### config.mk
export PLATFORM = sky130hd
export DESIGN_NAME = dc_link_power_fail_bridge
export DESIGN_NICKNAME = d
export VERILOG_FILES = /design/src/hw/dc_link_power_fail_bridge.v /design/src/hw/pf_interval_timer.v
export VERILOG_INCLUDE_DIRS = /design/src /design/src/hw
export SDC_FILE = /design/constraint.sdc
export NUM_CORES = 1
export LEC_CHECK = 0
export ABC_AREA = 1
export BUFFER_PORTS_ARGS = -buffer_cell sky130_fd_sc_hd__buf_2
export CORE_UTILIZATION = 65
export CTS_CLUSTER_DIAMETER = 30
export DETAILED_ROUTE_END_ITERATION = 10
export PLACE_DENSITY = 0.85
export SYNTH_ARGS = -nofsm -noshare
export SYNTH_HDL_FRONTEND = slang
export SYNTH_SLANG_ARGS = --single-unit
export TNS_END_PERCENT = 100
### constraint.sdc
create_clock -name sys_clk -period 29.8 [get_ports sys_clk]
set_input_delay 5.96 -clock sys_clk [delete_from_list [all_inputs] [get_ports sys_clk]]
set_output_delay 5.96 -clock sys_clk [all_outputs]
set_load 0.005 [all_outputs]
### src/hw/pf_bridge_regs.vh
// Register map, field layout, presets and timing for the bridging block
`ifndef PF_BRIDGE_REGS_VH
`define PF_BRIDGE_REGS_VH

// Byte offsets on the APB bus
`define PF_OFS_TYPE 8'h00
`define PF_OFS_THRESH 8'h04
`define PF_OFS_REF 8'h08
`define PF_OFS_INTERVAL 8'h0C
`define PF_OFS_CURRENT 8'h10
`define PF_OFS_DECEL 8'h14
`define PF_OFS_CONFIG 8'h18
`define PF_OFS_STATUS 8'h1C

// Config field: device voltage class
`define PF_CFG_CLASS_BIT 0

// Status fields
`define PF_ST_STATE_LSB 0
`define PF_ST_ACTIVE_BIT 4
`define PF_ST_STAGE_BIT 5
`define PF_ST_CHECKDUE_BIT 6

// Bridging type codes
`define PF_TYPE_OFF 16'h0000
`define PF_TYPE_NOFUNC 16'h0001
`define PF_TYPE_RESTART 16'h0002
`define PF_TYPE_NORESTART 16'h0003
`define PF_TYPE_FASTEST 16'h0004

// Reset values and presets
`define PF_RST_TYPE 16'h0000
`define PF_THRESH_LO_DEF 16'h0104
`define PF_THRESH_HI_DEF 16'h01C4
`define PF_REF_LO_DEF 16'h00EC
`define PF_REF_HI_DEF 16'h01B6
`define PF_RST_INTERVAL 16'h0032
`define PF_RST_CURRENT 16'h0064
`define PF_RST_DECEL 16'h03E7

// Ranges
`define PF_VOLT_LO_MIN 16'h00D4
`define PF_VOLT_LO_MAX 16'h0198
`define PF_VOLT_HI_MIN 16'h01A9
`define PF_VOLT_HI_MAX 16'h030E
`define PF_INTERVAL_MIN 16'h0001
`define PF_INTERVAL_MAX 16'h2710
`define PF_CURRENT_MAX 16'h00B4
`define PF_DECEL_MIN 16'h0001
`define PF_DECEL_MAX 16'h03E7

// Fixed undervoltage cutoff per class, volts
`define PF_UV_CUTOFF_LO 16'h00B4
`define PF_UV_CUTOFF_HI 16'h0168
// Target margin above chopper turn-on, volts
`define PF_CHOP_MARGIN 16'h000A
// Frequency step on detection and stop limit, mHz
`define PF_FREQ_STEP 24'h0001F4
`define PF_STOP_FREQ 24'h0007D0

// Timing: one millisecond tick at 50 ns clock
`define PF_TICK_NS 1000000
`define PF_CLK_PERIOD_NS 50
`define PF_MS_CYCLES (`PF_TICK_NS / `PF_CLK_PERIOD_NS)

`endif

### src/hw/dc_link_power_fail_bridge.v
// DC-link power failure bridging controller with APB registers
//
// How it works
// - Type codes 0..4, reset to off
// - Detect threshold clamped per voltage class
// - Regulate DC link to reference after failure
// - Mains check interval 1 to 10000 ms
// - Current reference 0 to 180 percent
// - Decel limit caps commanded braking rate
// - Failure when voltage below threshold
// - No mains check without restart variant
// - Reference above threshold makes bridging toggle
// - Braking rate follows voltage error dynamically, except fixed at decel limit in fastest variant
// - Frequency step down on failure detection
// - Undervoltage cutoff disables power stage while bridging only
// - Restart variant checks mains each interval
// - Mains return accelerates to frequency reference
// - Fastest variant brakes at decel limit, so its target above chopper voltage goes unused
// - Fastest variant stops stage at 2 Hz
// - Type write presets other parameters
// - Current reference scales braking steepness
`timescale 1ns/1ps
`include "pf_bridge_regs.vh"
module dc_link_power_fail_bridge #(
    parameter MS_CYCLES = `PF_MS_CYCLES
) (
    input wire sys_clk, // System clock, 20 MHz
    input wire rst_n, // Async reset, active low
    input wire psel, // APB select
    input wire penable, // APB enable
    input wire pwrite, // APB write
    input wire [7:0] paddr, // APB byte address
    input wire [31:0] pwdata, // APB write data
    output reg [31:0] prdata, // APB read data
    output reg pready, // APB ready
    output reg pslverr, // APB error, unmapped address
    input wire [15:0] dcLinkVolts, // DC-link voltage sample, volts
    input wire sampleStrobe, // New voltage sample, one cycle
    input wire [23:0] freqRef, // Frequency reference, mHz
    input wire [15:0] accelRate, // Profile accel ramp, Hz/s
    input wire [15:0] chopperOnVolts, // Chopper turn-on voltage
    output reg [23:0] outFreq, // Commanded output frequency, mHz
    output reg stageEnable, // Power stage enabled
    output reg bridgeActive, // Bridging in progress
    output reg [15:0] brakeRate // Current braking rate, Hz/s
);
    localparam ST_IDLE = 2'd0;
    localparam ST_BRIDGE = 2'd1;
    localparam ST_ACCEL = 2'd2;
    localparam ST_COAST = 2'd3;

    reg [15:0] bridgingType;
    reg [15:0] detectThreshold;
    reg [15:0] regulationRef;
    reg [15:0] checkInterval;
    reg [15:0] currentRef;
    reg [15:0] decelLimit;
    reg highClass;
    reg [1:0] state;
    reg [1:0] next_state;
    reg [15:0] next_brakeRate;
    reg consumeCheck;
    wire msTick;
    wire checkDue;
    wire access;
    wire wrStrobe;
    wire enabled;
    wire isRestart;
    wire isFastest;
    wire [15:0] voltMin;
    wire [15:0] voltMax;
    wire [15:0] uvCutoff;
    wire [15:0] chopTarget;
    wire [15:0] target;
    wire [16:0] err;
    wire [31:0] scaled;
    wire [15:0] dynRate;

    function [15:0] clampVal;
        input [15:0] v;
        input [15:0] lo;
        input [15:0] hi;
        begin
            if (v < lo)
                clampVal = lo;
            else if (v > hi)
                clampVal = hi;
            else
                clampVal = v;
        end
    endfunction

    // APB: one wait state, so data and errors come from flops
    assign access = psel && penable && !pready;
    assign wrStrobe = psel && penable && pready && pwrite;

    assign voltMin = highClass ? `PF_VOLT_HI_MIN : `PF_VOLT_LO_MIN;
    assign voltMax = highClass ? `PF_VOLT_HI_MAX : `PF_VOLT_LO_MAX;
    assign uvCutoff = highClass ? `PF_UV_CUTOFF_HI : `PF_UV_CUTOFF_LO;

    assign enabled = bridgingType == `PF_TYPE_RESTART ||
        bridgingType == `PF_TYPE_NORESTART ||
        bridgingType == `PF_TYPE_FASTEST;
    assign isRestart = bridgingType == `PF_TYPE_RESTART;
    assign isFastest = bridgingType == `PF_TYPE_FASTEST;

    assign chopTarget = chopperOnVolts + `PF_CHOP_MARGIN;
    // Fastest target never sits below the chopper turn-on level
    assign target = (isFastest && regulationRef < chopTarget) ?
        chopTarget : regulationRef;
    assign err = {1'b0, target} - {1'b0, dcLinkVolts};
    // Gain of 1/16 per percent keeps the product in 32 bits
    assign scaled = err[16] ? 32'h00000000 :
        ({16'h0000, err[15:0]} * {16'h0000, currentRef}) >> 4;
    assign dynRate = (scaled > {16'h0000, decelLimit}) ?
        decelLimit : scaled[15:0];

    always @(posedge sys_clk or negedge rst_n) begin
        if (!rst_n) begin
            pready <= 1'b0;
            pslverr <= 1'b0;
            prdata <= 32'h00000000;
        end else begin
            pready <= access;
            pslverr <= 1'b0;
            prdata <= 32'h00000000;
            if (access) begin
                case (paddr)
                    `PF_OFS_TYPE: prdata <= {16'h0000, bridgingType};
                    `PF_OFS_THRESH: prdata <= {16'h0000, detectThreshold};
                    `PF_OFS_REF: prdata <= {16'h0000, regulationRef};
                    `PF_OFS_INTERVAL: prdata <= {16'h0000, checkInterval};
                    `PF_OFS_CURRENT: prdata <= {16'h0000, currentRef};
                    `PF_OFS_DECEL: prdata <= {16'h0000, decelLimit};
                    `PF_OFS_CONFIG: prdata <= {31'h0, highClass};
                    `PF_OFS_STATUS: prdata <= {25'h0, checkDue,
                        stageEnable, bridgeActive, 2'b00, state};
                    default: pslverr <= 1'b1;
                endcase
            end
        end
    end

    // Register writes take effect at the completing edge only
    always @(posedge sys_clk or negedge rst_n) begin
        if (!rst_n) begin
            bridgingType <= `PF_RST_TYPE;
            detectThreshold <= `PF_THRESH_LO_DEF;
            regulationRef <= `PF_REF_LO_DEF;
            checkInterval <= `PF_RST_INTERVAL;
            currentRef <= `PF_RST_CURRENT;
            decelLimit <= `PF_RST_DECEL;
            highClass <= 1'b0;
        end else if (wrStrobe) begin
            case (paddr)
                `PF_OFS_TYPE: begin
                    // Out-of-range codes fall back to off
                    if (pwdata[15:0] > `PF_TYPE_FASTEST)
                        bridgingType <= `PF_TYPE_OFF;
                    else
                        bridgingType <= pwdata[15:0];
                    detectThreshold <= highClass ?
                        `PF_THRESH_HI_DEF : `PF_THRESH_LO_DEF;
                    regulationRef <= highClass ?
                        `PF_REF_HI_DEF : `PF_REF_LO_DEF;
                    checkInterval <= `PF_RST_INTERVAL;
                    currentRef <= `PF_RST_CURRENT;
                    decelLimit <= `PF_RST_DECEL;
                end
                `PF_OFS_THRESH: detectThreshold <=
                    clampVal(pwdata[15:0], voltMin, voltMax);
                `PF_OFS_REF: regulationRef <=
                    clampVal(pwdata[15:0], voltMin, voltMax);
                `PF_OFS_INTERVAL: checkInterval <= clampVal(pwdata[15:0],
                    `PF_INTERVAL_MIN, `PF_INTERVAL_MAX);
                `PF_OFS_CURRENT: currentRef <= clampVal(pwdata[15:0],
                    16'h0000, `PF_CURRENT_MAX);
                `PF_OFS_DECEL: decelLimit <= clampVal(pwdata[15:0],
                    `PF_DECEL_MIN, `PF_DECEL_MAX);
                `PF_OFS_CONFIG: begin
                    // Class change re-presets the voltages to stay in range
                    highClass <= pwdata[`PF_CFG_CLASS_BIT];
                    detectThreshold <= pwdata[`PF_CFG_CLASS_BIT] ?
                        `PF_THRESH_HI_DEF : `PF_THRESH_LO_DEF;
                    regulationRef <= pwdata[`PF_CFG_CLASS_BIT] ?
                        `PF_REF_HI_DEF : `PF_REF_LO_DEF;
                end
                default: highClass <= highClass;
            endcase
        end
    end

    // Check timer runs only while bridging in the restart variant
    pf_interval_timer #(
        .MS_CYCLES(MS_CYCLES)
    ) u_timer (
        .sys_clk(sys_clk),
        .rst_n(rst_n),
        .run(state == ST_BRIDGE && isRestart),
        .interval(checkInterval),
        .consume(consumeCheck),
        .msTick(msTick),
        .checkDue(checkDue)
    );

    // State decisions only on a fresh sample
    always @* begin
        next_state = state;
        next_brakeRate = brakeRate;
        consumeCheck = 1'b0;
        if (sampleStrobe) begin
            case (state)
                ST_IDLE: begin
                    if (enabled && dcLinkVolts < detectThreshold)
                        next_state = ST_BRIDGE;
                end
                ST_BRIDGE: begin
                    next_brakeRate = isFastest ? decelLimit : dynRate;
                    if (dcLinkVolts <= uvCutoff)
                        next_state = ST_COAST;
                    else if (isFastest && outFreq <= `PF_STOP_FREQ)
                        next_state = ST_COAST;
                    else if (isRestart && checkDue) begin
                        consumeCheck = 1'b1;
                        // A reference above threshold lands here each time
                        if (dcLinkVolts >= detectThreshold)
                            next_state = ST_ACCEL;
                    end
                end
                ST_ACCEL: begin
                    next_brakeRate = 16'h0000;
                    if (dcLinkVolts <= uvCutoff)
                        next_state = ST_COAST;
                    else if (dcLinkVolts < detectThreshold)
                        next_state = ST_BRIDGE;
                    else if (outFreq >= freqRef)
                        next_state = ST_IDLE;
                end
                ST_COAST: begin
                    next_brakeRate = 16'h0000;
                    // Leaves coast only with mains clearly back
                    if (dcLinkVolts >= detectThreshold)
                        next_state = ST_IDLE;
                end
                default: next_state = ST_IDLE;
            endcase
        end
    end

    always @(posedge sys_clk or negedge rst_n) begin
        if (!rst_n) begin
            state <= ST_IDLE;
            brakeRate <= 16'h0000;
            bridgeActive <= 1'b0;
            stageEnable <= 1'b1;
        end else begin
            state <= next_state;
            // A rate left over on leaving bridge would mislead the stage
            brakeRate <= (next_state == ST_BRIDGE) ?
                next_brakeRate : 16'h0000;
            bridgeActive <= next_state == ST_BRIDGE ||
                next_state == ST_ACCEL;
            stageEnable <= next_state != ST_COAST;
        end
    end

    // Frequency path: Hz/s equals mHz per ms tick
    always @(posedge sys_clk or negedge rst_n) begin
        if (!rst_n) begin
            outFreq <= 24'h000000;
        end else if (next_state == ST_COAST) begin
            // Zero together with the stage disable, never a cycle late
            outFreq <= 24'h000000;
        end else begin
            case (state)
                ST_IDLE: begin
                    if (next_state == ST_BRIDGE)
                        outFreq <= (outFreq > `PF_FREQ_STEP) ?
                            outFreq - `PF_FREQ_STEP : 24'h000000;
                    else
                        outFreq <= freqRef;
                end
                ST_BRIDGE: begin
                    if (msTick)
                        outFreq <= (outFreq > {8'h00, brakeRate}) ?
                            outFreq - {8'h00, brakeRate} :
                            24'h000000;
                end
                ST_ACCEL: begin
                    if (msTick) begin
                        if (outFreq + {8'h00, accelRate} >= freqRef)
                            outFreq <= freqRef;
                        else
                            outFreq <= outFreq + {8'h00, accelRate};
                    end
                end
                ST_COAST: outFreq <= 24'h000000;
                default: outFreq <= 24'h000000;
            endcase
        end
    end
endmodule

### src/hw/pf_interval_timer.v
// Millisecond tick and mains-check interval timer
`timescale 1ns/1ps
module pf_interval_timer #(
    parameter MS_CYCLES = 20000
) (
    input wire sys_clk, // System clock
    input wire rst_n, // Async reset, active low
    input wire run, // Interval count runs while high; msTick runs always
    input wire [15:0] interval, // Check interval in ms
    input wire consume, // Clears checkDue
    output reg msTick, // One-cycle pulse per ms
    output reg checkDue // Interval elapsed, level
);
    reg [15:0] cycCount;
    reg [15:0] msCount;

    always @(posedge sys_clk or negedge rst_n) begin
        if (!rst_n) begin
            cycCount <= 16'h0000;
            msTick <= 1'b0;
        end else if (cycCount == MS_CYCLES[15:0] - 16'h0001) begin
            cycCount <= 16'h0000;
            msTick <= 1'b1;
        end else begin
            cycCount <= cycCount + 16'h0001;
            msTick <= 1'b0;
        end
    end

    // Set wins over consume so a due check is never lost
    always @(posedge sys_clk or negedge rst_n) begin
        if (!rst_n) begin
            msCount <= 16'h0000;
            checkDue <= 1'b0;
        end else if (!run) begin
            msCount <= 16'h0000;
            checkDue <= 1'b0;
        end else if (msTick && msCount + 16'h0001 >= interval) begin
            msCount <= 16'h0000;
            checkDue <= 1'b1;
        end else begin
            if (msTick)
                msCount <= msCount + 16'h0001;
            if (consume)
                checkDue <= 1'b0;
        end
    end
endmodule
==> flow_summary.json, run 1 <==
{
  "grt_pass1_vias": 24200,
  "slowest_delay_ps": 610,
  "critPathSlowestCell": "nand3_1",
  "utilization": 0.710,
  "clk_path_buf_depth": 2,
  "worst_setup_path_start_kind": "input port",
  "num_vias": 24900,
  "synth_enable_flop_cells": 0,
  "met3_usage": 0.0956,
  "cts_resized": 0,
  "core-area_um2": 38900,
  "drive_gt1_frac": 0.0780,
  "rows": 72,
  "first_pass_iters": 8,
  "multiInputGateArea_um2": 17700,
  "via_per_inst": 5.77,
  "r2r_cells": 55,
  "async_flop_share": 1.00,
  "yosysSeqAreaShare": 0.188,
  "status": "completed",
  "drc": 0,
  "register_area_um2": 4860,
  "synthToLayoutAreaGrowth_pct": 7.00,
  "arrival_ps": 18740,
  "drt-wirelength-per-cell_um": 18.2,
  "grt-ovfl-total": 0,
  "ant_nets": 0,
  "postCtsSetupBuffers": 0,
  "maxSlewHeadroom": 0.189,
  "drt_wl_total_mm": 78.6,
  "fmax_ghz": 0.0543,
  "ys.flop_type": "dfrtp_1",
  "dp_hpwl_mm": 64.4,
  "use_met2": 0.617,
  "synth_area_um2": 25800,
  "io_pins": 194,
  "rsz0062_at_grt": "false",
  "cts_htree_levels": 4,
  "whs_path_depth": 1,
  "synth.distinct_cells": 60,
  "synthCells": 3661,
  "postCtsHoldBufs": 0,
  "die_h_um": 201,
  "grt_max_degree": 73,
  "hp-class": "reg2reg",
  "crit_top_cell": "nand2_1",
  "cts_sinks": 193,
  "antenna_found_initial": 4,
  "worstPathMaxFanout": 18,
  "hold_viol": 0,
  "root_buffer": "clkbuf_16",
  "io_buffers": 161,
  "yosys_warnings": 0,
  "cts_made_buffers": 17,
  "post-route-cell-area_um2": 27600,
  "finClkSkew_ps": 14.7,
  "dieArea_um2": 40600,
  "drv_cap": 0,
  "cts_tree": "done",
  "fin_setup_tns_ps": 0,
  "routabilityCongestion": 1.05,
  "cts.clk_slew.worst_paths_ps": 70,
  "synth_area_per_cell_um2": 7.06,
  "end_kind": "flip-flop",
  "grt_pass1_wl_mm": 126,
  "start_util": 0.664,
  "crit_required_ps": 30130,
  "period_needed_ps": 18400,
  "dr.first_iter.drc_count": 2512,
  "grt_usage": 0.397,
  "worstSetupPathType": "in2reg",
  "ys_seq_elements": 193,
  "fin_crit_sh": 0.618,
  "grtUsageMet1": 0.522,
  "worst_slew_pin_slew_ps": 1220,
  "grt-busiest-layer": "met2",
  "slew_viol_final": 0,
  "clock_latency_ps": 460,
  "fill_cells": 3329,
  "layout.nets": 4383,
  "dpl_cell_area_um2": 27000,
  "die_width_um": 201,
  "setup_viol": 0
}
==> metal layers <==
layer | vias up | share of wire
met1 | 11500 | 0.40
met3 | 239 | 0.12
met5 | - | 0.00014
met2 | 1402 | 0.44
met4 | 2 | 0.051
li1 | 11800 | -
==> final timing paths <==
kind	start	end	slack (ps)
max	chopperOnVolts[1]	brakeRate[10]	11400
min	u_timer.cycCount[0]	u_timer.cycCount[0]	470
max reg2reg	bridgingType[13]	brakeRate[10]	17340
min reg2reg	u_timer.cycCount[0]	u_timer.cycCount[0]	470
max in group asynchronous	rst_n	currentRef[9]	22270
min in group asynchronous	rst_n	outFreq[18]	5480
==> logic make-up after synthesis <==
logic type | count (synthesis) | synth area share
compound gates | 494 | 0.109
xor+xnor | 101 | 0.0342
fa+ha+maj | 481 | 0.290
buf+inv | 860 | 0.128
flops | 193 | 0.188
mux | 14 | 0.00600
other cells | 1 | 0.000145
simple gates | 1517 | 0.244
==> layout make-up <==
class / instances / area share
clock inverters: 14 / 0.00606
clock buffers: 18 / 0.0155
repair buffers: 174 / 0.0330
flip-flops and latches: 193 / 0.176
diodes: 1 / 0.0000905
multi-input cells: 2623 / 0.641
inverters: 775 / 0.105
well taps: 518 / 0.0234
==> flip-flops by register name, indices dropped and copies added (netlist names), 2 cells and up <==
name	flops
prdata	16
bridgingType	16
u_timer.msCount	16
currentRef	16
brakeRate	16
u_timer.cycCount	16
outFreq	24
state	2
checkInterval	16
detectThreshold	16
regulationRef	16
decelLimit	16
==> synth_stat cells, types with 4 or more instances <==
cell type	count	area, um^2
a21boi_0	5	37.5
a21oi_1	203	1020
a221oi_1	9	78.8
a31oi_1	12	75.1
a41oi_1	8	70.1
and2_1	5	31.3
buf_2	13	65.1
buf_4	17	128
clkbuf_1	53	199
clkinv_1	13	48.8
dfrtp_1	171	4280
dfstp_2	22	578
fa_1	197	3940
ha_1	284	3550
inv_1	756	2840
inv_2	6	22.5
mux2_2	12	135
nand2_1	836	3140
nand2_2	11	68.8
nand3_1	163	816
nand3_2	4	40.0
nand3b_1	6	45.0
nand4_1	40	250
nor2_1	355	1330
nor2_2	8	50.1
nor3_1	48	240
nor4_1	11	68.8
o211ai_1	22	165
o21a_1	6	45.0
o21ai_0	144	721
o21bai_1	6	45.0
o221ai_1	6	52.6
o22ai_1	48	300
o32ai_1	8	70.1
or2_2	18	113
xnor2_1	28	245
xor2_1	73	639
==> critical path, delay by kind of cell <==
kind,cells,cell delay (ps)
multiplexers,1,550
AO/OA/AOI/OAI,7,1020
adder cells (fa/ha/maj),12,4660
XOR/XNOR,2,470
AND/OR/NAND/NOR,33,5070
buffers and inverters,9,1000
==> placed cells by master, fill, tap and decap left out, types with 6 or more instances in the layout <==
cell       count
a21oi_1      203
a221oi_1       9
a31oi_1       12
a41oi_1        8
buf_2        160
buf_4         13
clkbuf_16     17
clkinv_1      13
conb_1        16
dfrtp_1      171
dfstp_2       22
fa_1         197
ha_1         284
inv_1        756
inv_2          6
mux2_2        12
nand2_1      836
nand2_2       11
nand3_1      163
nand3b_1       6
nand4_1       40
nor2_1       355
nor2_2         8
nor3_1        48
nor4_1        11
o211ai_1      22
o21a_1         6
o21ai_0      144
o21bai_1       6
o221ai_1       6
o22ai_1       48
o32ai_1        8
or2_2         18
xnor2_1       28
xor2_1        73
==> through the flow <==
stage | hold WS, ps | setup slack (ps) | instances
floorplan | 433 | 13240 | 3676
global placement | 449 | 11400 | 4283
detailed placement | 461 | 11140 | 4283
CTS | 471 | 11550 | 4315
global route | 478 | 10280 | 4316
finish | 468 | 11400 | 4316
Power of run 1 is left out: the tool's default activity adds up to more than one toggle a clock period on the data nets, which glitch-free logic cannot reach.
==> run 2, diff against run 1 <==
- CORE_UTILIZATION: 65 -> 63
- PLACE_DENSITY: 0.85 -> 0.83
- clock period: 29.8 -> 19.1 ns (I/O delays scaled with it)
==> flow_summary.json, run 2 (synthesis gave the netlist of run 1 again) <==
{
  "worst_slew_pin_slew_ps": 1300,
  "period_needed_ps": 16060,
  "grt-ovfl-total": 0,
  "io_buffers": 161,
  "core-area_um2": 40100,
  "rows": 73,
  "drive_gt1_frac": 0.0772,
  "status": "completed",
  "r2r_cells": 55,
  "grt_pass1_vias": 23900,
  "setup_viol": 0,
  "ant_nets": 0,
  "root_buffer": "clkbuf_16",
  "cts_sinks": 193,
  "whs_endpoint": "u_timer.cycCount[0]",
  "dieArea_um2": 41800,
  "routabilityCongestion": 1.08,
  "first_pass_iters": 7,
  "grt_pass1_wl_mm": 124,
  "dp_cells": 4287,
  "whs_path_depth": 1,
  "rr_startpoint": "bridgingType[15]",
  "postCtsHoldBufs": 0,
  "fin_setup_tns_ps": 0,
  "num_vias": 25000,
  "end_kind": "flip-flop",
  "crit_top_cell": "nand2_1",
  "clk_path_buf_depth": 2,
  "max_flop_register": "outFreq",
  "grt_max_degree": 113,
  "worstSetupPathType": "in2reg",
  "grt_usage": 0.384,
  "cts.clk_slew.worst_paths_ps": 70,
  "cts_htree_levels": 4,
  "layout.nets": 4380,
  "slew_viol_final": 0,
  "cts_made_buffers": 17,
  "io_pins": 194,
  "critPathSlowestCell": "nand3_1",
  "hold_start": "u_timer.cycCount[0]",
  "drv_cap": 0,
  "layout_common_cells": "836 x nand2_1, 756 x inv_1, 355 x nor2_1",
  "crit_required_ps": 19440,
  "postCtsSetupBuffers": 0,
  "synthToLayoutAreaGrowth_pct": 7.18,
  "via_per_inst": 5.79,
  "rsz0062_at_grt": "false",
  "fin_crit_sh": 0.841,
  "finClkSkew_ps": 13.4,
  "slowest_delay_ps": 600,
  "clock_latency_ps": 460,
  "dp_hpwl_mm": 63.2,
  "die_h_um": 205,
  "drt-wirelength-per-cell_um": 18.0,
  "drt_wl_total_mm": 77.9,
  "fmax_ghz": 0.0623,
  "start_util": 0.644,
  "dr.first_iter.drc_count": 2716,
  "worstPathMaxFanout": 18,
  "cts_resized": 0,
  "arrival_ps": 16400,
  "drc": 0,
  "whs_ps": 475,
  "rrSetupSlack_ps": 6800,
  "die_width_um": 205,
  "mostFrequentLayoutCell": "nand2_1",
  "antenna_found_initial": 2,
  "hold_viol": 0,
  "worst_setup_path_start_kind": "input port",
  "r2r-end": "brakeRate[13]",
  "hp-class": "reg2reg",
  "cts_tree": "done",
  "largest_reg_flops": 24,
  "instances_no_fill": 4320,
  "maxSlewHeadroom": 0.133
}
[run 2: layout make-up]
type | instances | area [um^2]
clock buffers | 19 | 443
clock inverters | 13 | 215
multi-input cells | 2623 | 17700
diodes | 1 | 2.50
fillers | 3421 | 12400
flip-flops and latches | 193 | 4860
repair buffers | 171 | 890
inverters | 775 | 2910
well taps | 525 | 657
[run 2: metrics by stage]
| stage | util | setup slack (ps) | instance area [um^2] |
|---|---|---|---|
| 3_3_place_gp | 0.674 | 2870 | 27000 |
| 2_1_floorplan | - | 4680 | 25900 |
| 4_1_cts | 0.691 | 3260 | 27700 |
| 5_1_grt | 0.691 | 2140 | 27700 |
| 6_report | 0.691 | 3040 | 27700 |
| 3_5_place_dp | 0.674 | 2810 | 27000 |
[run 2: worst max path at each step]
stage / from / endpoint / cells after the start
after global routing: chopperOnVolts[1] / brakeRate[13] / 63
after floorplan: chopperOnVolts[1] / brakeRate[12] / 68
final: chopperOnVolts[1] / brakeRate[13] / 64
after detailed placement: chopperOnVolts[1] / brakeRate[13] / 63
after CTS: chopperOnVolts[1] / brakeRate[13] / 63
after global placement: chopperOnVolts[1] / brakeRate[13] / 64
[run 2: critical path: cells and delay by family]
kind,cells,cell delay [ps]
XOR/XNOR,2,430
buffers and inverters,7,920
AND/OR/NAND/NOR,34,4810
adder cells (fa/ha/maj),12,4680
multiplexers,1,540
AO/OA/AOI/OAI,8,1180
[run 2: layer usage]
| metal | share of wire | GRT usage |
|---|---|---|
| met2 | 0.43 | 0.592 |
| met3 | 0.12 | 0.0931 |
| met4 | 0.047 | 0.174 |
| met1 | 0.40 | 0.510 |
| met5 | 0.00013 | 0 |
Power of run 2 is left out for the same reason.
